--- src/verilog/dbk_consts.vh ---
// Constants for the three-cycle data break control block
`ifndef DBK_CONSTS_VH
`define DBK_CONSTS_VH

// ********************************************************************
// Word layout
// ********************************************************************
`define DBK_WORD_W      12
`define DBK_WORD_ZERO   12'h000
// Least significant data line (numbered 11 on the bus, bit 0 here)
`define DBK_WORD_LSB    12'h001
// Address bit that turns the word-count address into current-address
`define DBK_CA_BIT      12'h001
// Clears that bit so the word-count address always has it at zero
`define DBK_WC_MASK     12'hFFE
// Default hard-wired word-count address, field 0
`define DBK_WC_ADDR     12'h030

// ********************************************************************
// Buffering
// ********************************************************************
`define DBK_FIFO_DEPTH  16
`define DBK_FIFO_AW     4

// ********************************************************************
// Transfer kinds, one-hot, latched at entry to the transfer cycle
// ********************************************************************
`define DBK_XK_READ     4'h1
`define DBK_XK_WRITE    4'h2
`define DBK_XK_INCR     4'h4
`define DBK_XK_ADD      4'h8

`endif

--- src/verilog/dbk_fifo.v ---
// Peripheral-to-memory word FIFO for the data break control block
`timescale 1ns/1ps
`include "dbk_consts.vh"

module dbk_fifo #(
  parameter W  = `DBK_WORD_W,
  parameter D  = `DBK_FIFO_DEPTH,
  parameter AW = `DBK_FIFO_AW
) (
  input  wire          clk,
  input  wire          rst_n,
  input  wire [W-1:0]  in_data,
  input  wire          in_valid,
  output wire          in_ready,
  output wire [W-1:0]  out_data,
  output wire          out_valid,
  input  wire          out_ready
);

  reg [W-1:0]  mem_reg [0:D-1];
  reg [AW-1:0] wr_ptr_reg;
  reg [AW-1:0] rd_ptr_reg;
  reg [AW:0]   count_reg;
  reg [AW:0]   count_next;
  reg          ready_reg;

  wire push;
  wire pop;

  // Registered so the ready pin comes straight from a flip-flop
  assign in_ready  = ready_reg;
  assign out_valid = (count_reg != {(AW+1){1'b0}});
  assign out_data  = mem_reg[rd_ptr_reg];
  assign push      = in_valid & in_ready;
  assign pop       = out_valid & out_ready;

  always @* begin
    count_next = count_reg;
    if (push && !pop) begin
      count_next = count_reg + 1'b1;
    end else if (pop && !push) begin
      count_next = count_reg - 1'b1;
    end
  end

  // ******************************************************************
  // Storage
  // ******************************************************************
  // No reset on the array; only pointers, count and ready carry state
  always @(posedge clk) begin
    if (push) begin
      mem_reg[wr_ptr_reg] <= in_data;
    end
  end

  // ******************************************************************
  // Pointers and occupancy
  // ******************************************************************
  always @(posedge clk) begin
    if (!rst_n) begin
      wr_ptr_reg <= {AW{1'b0}};
      rd_ptr_reg <= {AW{1'b0}};
      count_reg  <= {(AW+1){1'b0}};
      ready_reg  <= 1'b1;
    end else begin
      if (push) begin
        wr_ptr_reg <= (wr_ptr_reg == D[AW-1:0] - 1'b1) ?
                      {AW{1'b0}} : wr_ptr_reg + 1'b1;
      end
      if (pop) begin
        rd_ptr_reg <= (rd_ptr_reg == D[AW-1:0] - 1'b1) ?
                      {AW{1'b0}} : rd_ptr_reg + 1'b1;
      end
      count_reg <= count_next;
      ready_reg <= (count_next != D[AW:0]);
    end
  end

endmodule

--- src/verilog/dbk_incr.v ---
// Word incrementer with carry out for the data break control block
`timescale 1ns/1ps
`include "dbk_consts.vh"

module dbk_incr #(
  parameter W = `DBK_WORD_W
) (
  input  wire [W-1:0] word_in,
  output wire [W-1:0] word_out,
  output wire         carry_out
);

  wire [W:0] sum;

  assign sum       = {1'b0, word_in} + {{W{1'b0}}, 1'b1};
  assign word_out  = sum[W-1:0];
  assign carry_out = sum[W];

endmodule

--- src/verilog/dbk_ctrl.v ---
// Three-cycle data break sequencing and data control
`timescale 1ns/1ps
`include "dbk_consts.vh"

module dbk_ctrl #(
  parameter W           = `DBK_WORD_W,
  parameter [11:0] WC_ADDR = `DBK_WC_ADDR,
  parameter FIFO_DEPTH  = `DBK_FIFO_DEPTH,
  parameter FIFO_AW     = `DBK_FIFO_AW
) (
  input  wire         clk,
  input  wire         rst_n,
  input  wire         break_request,
  input  wire         three_cycle_sel,
  input  wire         data_out_n,
  input  wire         memory_word_increment_n,
  input  wire         interrupt_strobe,
  input  wire         time_pulse_four,
  input  wire         priority_go,
  input  wire         mem_strobe,
  input  wire [W-1:0] memory_buffer,
  input  wire [W-1:0] periph_data,
  input  wire         periph_valid,
  output wire         periph_ready,
  output reg          break_in_progress,
  output reg          processor_control,
  output reg  [W-1:0] break_address_register,
  output reg          address_drive,
  output reg          field_zero,
  output reg  [W-1:0] memory_data_lines,
  output reg          memory_data_drive,
  output reg          add_to_memory,
  output reg          transfer_strobe,
  output reg  [W-1:0] buffered_membuf_lines,
  output reg          buffered_membuf_valid,
  output reg          word_count_overflow,
  output reg          word_count_cycle,
  output reg          current_address_cycle,
  output reg          transfer_cycle
);

  // ******************************************************************
  // States
  // ******************************************************************
  localparam [5:0] ST_IDLE = 6'b000001;
  localparam [5:0] ST_REQ  = 6'b000010;
  localparam [5:0] ST_WC   = 6'b000100;
  localparam [5:0] ST_CA   = 6'b001000;
  localparam [5:0] ST_XFER = 6'b010000;
  localparam [5:0] ST_HOLD = 6'b100000;

  reg [5:0]   state_reg;
  reg [5:0]   state_next;
  reg [5:0]   resume_reg;
  reg [5:0]   resume_next;
  reg [3:0]   kind_reg;
  reg [3:0]   kind_next;
  reg         done_reg;
  reg         done_next;
  reg [W-1:0] ca_word_reg;

  wire [W-1:0] inc_word;
  wire         inc_carry;
  wire [W-1:0] fifo_data;
  wire         fifo_valid;
  wire         fifo_pop;
  wire         dir_to_periph;
  wire         incr_req;
  wire         move_on;
  wire [3:0]   kind_now;
  wire [W-1:0] wc_addr;

  // ******************************************************************
  // Support blocks
  // ******************************************************************
  dbk_incr #(
    .W         (W)
  ) u_incr (
    .word_in   (memory_buffer),
    .word_out  (inc_word),
    .carry_out (inc_carry)
  );

  dbk_fifo #(
    .W         (W),
    .D         (FIFO_DEPTH),
    .AW        (FIFO_AW)
  ) u_fifo (
    .clk       (clk),
    .rst_n     (rst_n),
    .in_data   (periph_data),
    .in_valid  (periph_valid),
    .in_ready  (periph_ready),
    .out_data  (fifo_data),
    .out_valid (fifo_valid),
    .out_ready (fifo_pop)
  );

  // ******************************************************************
  // Data control decode
  // ******************************************************************
  // Grounded level means asserted
  assign dir_to_periph = ~data_out_n;
  assign incr_req      = ~memory_word_increment_n;
  assign kind_now = dir_to_periph ?
                    (incr_req ? `DBK_XK_INCR : `DBK_XK_READ) :
                    (incr_req ? `DBK_XK_ADD : `DBK_XK_WRITE);
  // Even address keeps the current-address word right after it
  assign wc_addr = WC_ADDR & `DBK_WC_MASK;

  // Words leave the FIFO only in write or add transfers
  assign fifo_pop = state_reg[4] & ~done_reg & fifo_valid &
                    (kind_reg[1] | kind_reg[3]);

  // Transfer cycle may not end before its data has moved
  assign move_on = time_pulse_four &
                   (state_reg != ST_XFER || done_reg);

  // ******************************************************************
  // Next-state logic
  // ******************************************************************
  always @* begin
    state_next  = state_reg;
    resume_next = resume_reg;
    kind_next   = kind_reg;
    done_next   = done_reg;
    case (state_reg)
      ST_IDLE: begin
        if (break_request && interrupt_strobe) begin
          state_next = ST_REQ;
        end
      end
      ST_REQ: begin
        if (time_pulse_four && priority_go) begin
          state_next = three_cycle_sel ? ST_WC : ST_XFER;
          kind_next  = kind_now;
          done_next  = 1'b0;
        end
      end
      ST_WC: begin
        if (move_on) begin
          state_next  = priority_go ? ST_CA : ST_HOLD;
          resume_next = ST_CA;
        end
      end
      ST_CA: begin
        if (move_on) begin
          state_next  = priority_go ? ST_XFER : ST_HOLD;
          resume_next = ST_XFER;
          kind_next   = kind_now;
          done_next   = 1'b0;
        end
      end
      ST_XFER: begin
        if (mem_strobe && kind_reg[0]) begin
          done_next = 1'b1;
        end
        if (fifo_pop || kind_reg[2]) begin
          done_next = 1'b1;
        end
        if (move_on) begin
          state_next = break_request ? ST_REQ : ST_IDLE;
        end
      end
      ST_HOLD: begin
        if (time_pulse_four && priority_go) begin
          state_next = resume_reg;
          kind_next  = kind_now;
          done_next  = 1'b0;
        end
      end
      default: begin
        state_next = ST_IDLE;
      end
    endcase
  end

  // ******************************************************************
  // State registers
  // ******************************************************************
  always @(posedge clk) begin
    if (!rst_n) begin
      state_reg  <= ST_IDLE;
      resume_reg <= ST_IDLE;
      kind_reg   <= `DBK_XK_READ;
      done_reg   <= 1'b0;
    end else begin
      state_reg  <= state_next;
      resume_reg <= resume_next;
      kind_reg   <= kind_next;
      done_reg   <= done_next;
    end
  end

  // ******************************************************************
  // Bus control and addressing
  // ******************************************************************
  always @(posedge clk) begin
    if (!rst_n) begin
      break_in_progress      <= 1'b0;
      processor_control      <= 1'b0;
      address_drive          <= 1'b0;
      field_zero             <= 1'b0;
      break_address_register <= `DBK_WORD_ZERO;
      transfer_strobe        <= 1'b0;
      word_count_cycle       <= 1'b0;
      current_address_cycle  <= 1'b0;
      transfer_cycle         <= 1'b0;
    end else begin
      break_in_progress <= (state_next != ST_IDLE);
      // Held only while a cycle owns the bus
      processor_control <= state_next[2] | state_next[3] | state_next[4];
      address_drive     <= state_next[2] | state_next[3] | state_next[4];
      field_zero        <= state_next[2] | state_next[3];
      word_count_cycle      <= state_next[2];
      current_address_cycle <= state_next[3];
      transfer_cycle        <= state_next[4];
      transfer_strobe   <= state_next[4] & ~state_reg[4];
      if (state_next == ST_WC && state_reg != ST_WC) begin
        break_address_register <= wc_addr;
      end else if (state_next == ST_CA && state_reg != ST_CA) begin
        break_address_register <= wc_addr | `DBK_CA_BIT;
      end else if (state_next == ST_XFER && state_reg != ST_XFER) begin
        // Single-cycle devices have no fresh current address
        if (state_reg == ST_REQ && !three_cycle_sel) begin
          break_address_register <= ca_word_reg;
        end else begin
          break_address_register <= ca_word_reg;
        end
      end
    end
  end

  // ******************************************************************
  // Data path
  // ******************************************************************
  always @(posedge clk) begin
    if (!rst_n) begin
      ca_word_reg           <= `DBK_WORD_ZERO;
      memory_data_lines     <= `DBK_WORD_ZERO;
      memory_data_drive     <= 1'b0;
      add_to_memory         <= 1'b0;
      buffered_membuf_lines <= `DBK_WORD_ZERO;
      buffered_membuf_valid <= 1'b0;
      word_count_overflow   <= 1'b0;
    end else begin
      buffered_membuf_valid <= 1'b0;
      if (state_next != state_reg) begin
        memory_data_drive <= 1'b0;
        add_to_memory     <= 1'b0;
      end
      if (state_reg == ST_WC && mem_strobe) begin
        memory_data_lines   <= inc_word;
        memory_data_drive   <= 1'b1;
        word_count_overflow <= inc_carry;
      end
      if (state_reg == ST_CA && mem_strobe) begin
        memory_data_lines <= inc_word;
        memory_data_drive <= 1'b1;
        ca_word_reg       <= inc_word;
      end
      if (state_reg == ST_XFER && !done_reg) begin
        if (kind_reg[0] && mem_strobe) begin
          buffered_membuf_lines <= memory_buffer;
          buffered_membuf_valid <= 1'b1;
        end
        if (kind_reg[2]) begin
          memory_data_lines <= `DBK_WORD_LSB;
          memory_data_drive <= 1'b1;
        end
        if (fifo_pop) begin
          memory_data_lines <= fifo_data;
          memory_data_drive <= 1'b1;
          add_to_memory     <= kind_reg[3];
        end
      end
      if (state_reg == ST_REQ) begin
        word_count_overflow <= 1'b0;
      end
    end
  end

endmodule

--- config.mk ---
export PLATFORM = sky130hd
export DESIGN_NAME = dbk_ctrl
export DESIGN_NICKNAME = d
export VERILOG_FILES = /design/src/verilog/dbk_fifo.v /design/src/verilog/dbk_incr.v /design/src/verilog/dbk_ctrl.v
export VERILOG_INCLUDE_DIRS = /design/src /design/src/verilog
export SDC_FILE = /design/constraint.sdc
export NUM_CORES = 1
export LEC_CHECK = 0
export BUFFER_PORTS_ARGS = -buffer_cell sky130_fd_sc_hd__buf_2
export CORE_ASPECT_RATIO = 2
export CORE_MARGIN = 2
export CORE_UTILIZATION = 45
export DETAILED_ROUTE_END_ITERATION = 8
export HOLD_SLACK_MARGIN = 0.03
export SYNTH_ARGS = -nofsm -noshare
export SYNTH_HDL_FRONTEND = slang
export SYNTH_HIERARCHICAL = 1
export SYNTH_SLANG_ARGS = --single-unit
--- constraint.sdc ---
create_clock -name clk -period 7.3 [get_ports clk]
set_input_delay 0.365 -clock clk [delete_from_list [all_inputs] [get_ports clk]]
set_output_delay 0.365 -clock clk [all_outputs]
set_load 0.1 [all_outputs]
==> metrics.cfg <==
[power]
peakVddDrop_mv = 0.197
power.density_nw_per_um2 = 243
p_leak_nw = 4.49

[floorplan]
core-area_sq_um = 25400
die_w_um = 117
start_util = 0.455
die_area_sq_um = 27100
io_pins = 84
rows = 83
chipHeight_um = 231

[final_layout]
finish.utilization = 0.514
layout-drive-gt1-share = 0.247
fill_cells = 2135
largest_reg_flops = 192
nNetsFinal = 904
multi_input_area_sq_um = 3770
regArea_sq_um = 7530
area_growth_pct = 12.9
mostFrequentLayoutCell = edfxtp_1
final_cell_mix = edfxtp_1, dfxtp_1, buf_2

[grt]
grt_max_degree = 49
antenna_found_initial = 1
grt_pass1_wl_um = 39200
grt_overflow = 0
grt_pass1_vias = 6801
gr-usage-all-layers = 0.186

[synthesis]
synth_warnings = 6
ys_async_sr_fraction = 0
synth_edf_count = 192
yosysUniqueCellTypes = 68
synth_area_leader_cell = edfxtp_1
synth_area_sq_um = 11600
synth.area.top_cells = edfxtp_1, dfxtp_1, mux4_2, nand2_1, a21oi_1
yosysSeqAreaShare = 0.650
ys.flop_type = edfxtp_1
synth_cells = 788
ys_seq_elements = 280
avgSynthCellArea_sq_um = 14.7
yosysTopAreaCellShare = 0.498
mappedNetlistNets = 832

[critical_path]
crit_top_cell = inv_1
worstPathCellList = inv_1, ha_1, nor4b_4, inv_2, o211ai_1, nor2_1, inv_1, or3_1, o41ai_1, xor2_1, or4b_1
crit_family = simple AND/OR/NAND/NOR gates
critPathKind = flop to flop
cp_num_buf_inv = 3
arrival_ps = 3380
startpoint_type = flop
worstPathRequired_ps = 7700
critPathMaxFanout = 8
cp_slowest_cell = or4b_1
slowest_delay_ps = 520
cp-end-kind = flop

[cts]
insertion_delay_ps = 530
clockRootBuffer = clkbuf_16
cts.clk_slew.worst_paths_ps = 70
cts_resized = 0
cts_tree = done
clock_path_buffers = 3
cts-htree-levels = 1
post_cts_buffers = 0
cts_made_buffers = 25
clock-sinks = 280
hold_buffers = 0

[placed_design]
globalplace.congestion = 0.862
portBuffers = 83
dp_hpwl_um = 15900
preCtsSetupSlack_ps = 4330

[detailed_routing]
wl_met3_um = 998
met1Wirelength_um = 10300
wl_per_cell_um = 20.5
avgViaCountPerCell = 5.56
dr.first_iter.drc_count = 491
wirelength_um = 25000
wl_met2_um = 13300
antenna_left = 0
dr.max_layer_used = met4
drc = 0
vias = 6786
first_pass_iters = 5

[sta]
finalSetupTns_ps = 0
post-route-min-period_ps = 2980
fmax_ghz = 0.335
slew_headroom = 0.214
setup_viol = 0
post-route-period-util = 0.409
worst_pin_slew_ps = 1170
hold_viol = 0
final-max-slew-violation-count = 0
clock_skew_ps = 9.25
rsz0062_at_grt = no
worst_slack_ps = 4320

[run]
drv_cap = 0

[min_path]
hp-class = input port to flop

[outcome]
status = complete, no violations

logic make-up (layout without fill, tap and decap cells):
family                     after synthesis  count (layout)  share of synthesized area
DFF                                    280             280                      0.650
other                                    0               1                          0
buffers and inverters                   59             150                     0.0244
AOI/OAI and AO/OA                      110             110                     0.0607
adders and majority gates                9               9                    0.00972
xor gates and xnor gates                17              17                     0.0129
and+or+nand+nor                        236             236                      0.111
muxes                                   77              77                      0.131
layout make-up:
class,count,share of cell area
clock buffer,29,0.0507
multi-input combinational,449,0.289
tap,340,0.0325
clock inverter,17,0.0129
sequential,280,0.576
antenna,1,0.000191
inverter,17,0.00488
timing repair buffer,87,0.0341
power by group:
group          internal [mW]  total (mW)  switching, mW
logic                 0.0404       0.121         0.0806
registers               1.71        1.72        0.00947
clock network          0.761        1.34          0.575
total                   2.51        3.17          0.665
worst reg2reg max path, cell delays in order (launching register included):
cell and delay (ps):
dfxtp_1 450, inv_1 70, ha_1 210, nor4b_4 150
inv_2 90, o211ai_1 100, nor2_1 310, inv_1 110
or3_1 390, o41ai_1 310, xor2_1 140, or4b_1 520
cells in the mapped netlist, types with 11 or more instances:
cell / number
a21oi_1: 45
and2_1: 30
buf_2: 12
clkbuf_1: 19
dfxtp_1: 88
edfxtp_1: 192
inv_1: 16
mux2i_1: 16
mux4_2: 60
nand2_1: 80
nand3_1: 31
nor2_1: 23
o21ai_0: 17
xor2_1: 11
layer usage:
metal  track usage  vias up
li1              -     3160
met1         0.238     3429
met2         0.333      168
met3        0.0185       29
met4        0.0580        0
met5             0        -
path summary, 6_finish.rpt:
path                                           from                        end  slack (ps)  cells after the start
worst min-delay path              memory_buffer[11]  buffered_membuf_lines[11]         100                      3
worst max register to register  u_fifo/count_reg[0]            u_fifo/in_ready        4320                     11
worst max-delay path            u_fifo/count_reg[0]            u_fifo/in_ready        4320                     11
worst min register to register        resume_reg[3]              resume_reg[3]         450                      2
through the flow:
| stage | power, mW | hold WS (ps) | instance area [sq um] | cells |
|---|---|---|---|---|
| 2_1_floorplan | 1.82 | 421 | 11600 | 788 |
| 4_1_cts | 3.21 | 82.2 | 13100 | 1218 |
| 3_5_place_dp | 1.87 | 442 | 12200 | 1172 |
| 5_1_grt | 3.27 | 113 | 13100 | 1220 |
| 3_3_place_gp | 1.87 | 439 | 12200 | 1172 |
| 6_report | 3.17 | 96.2 | 13100 | 1220 |
(Power assumes the default switching activity.)
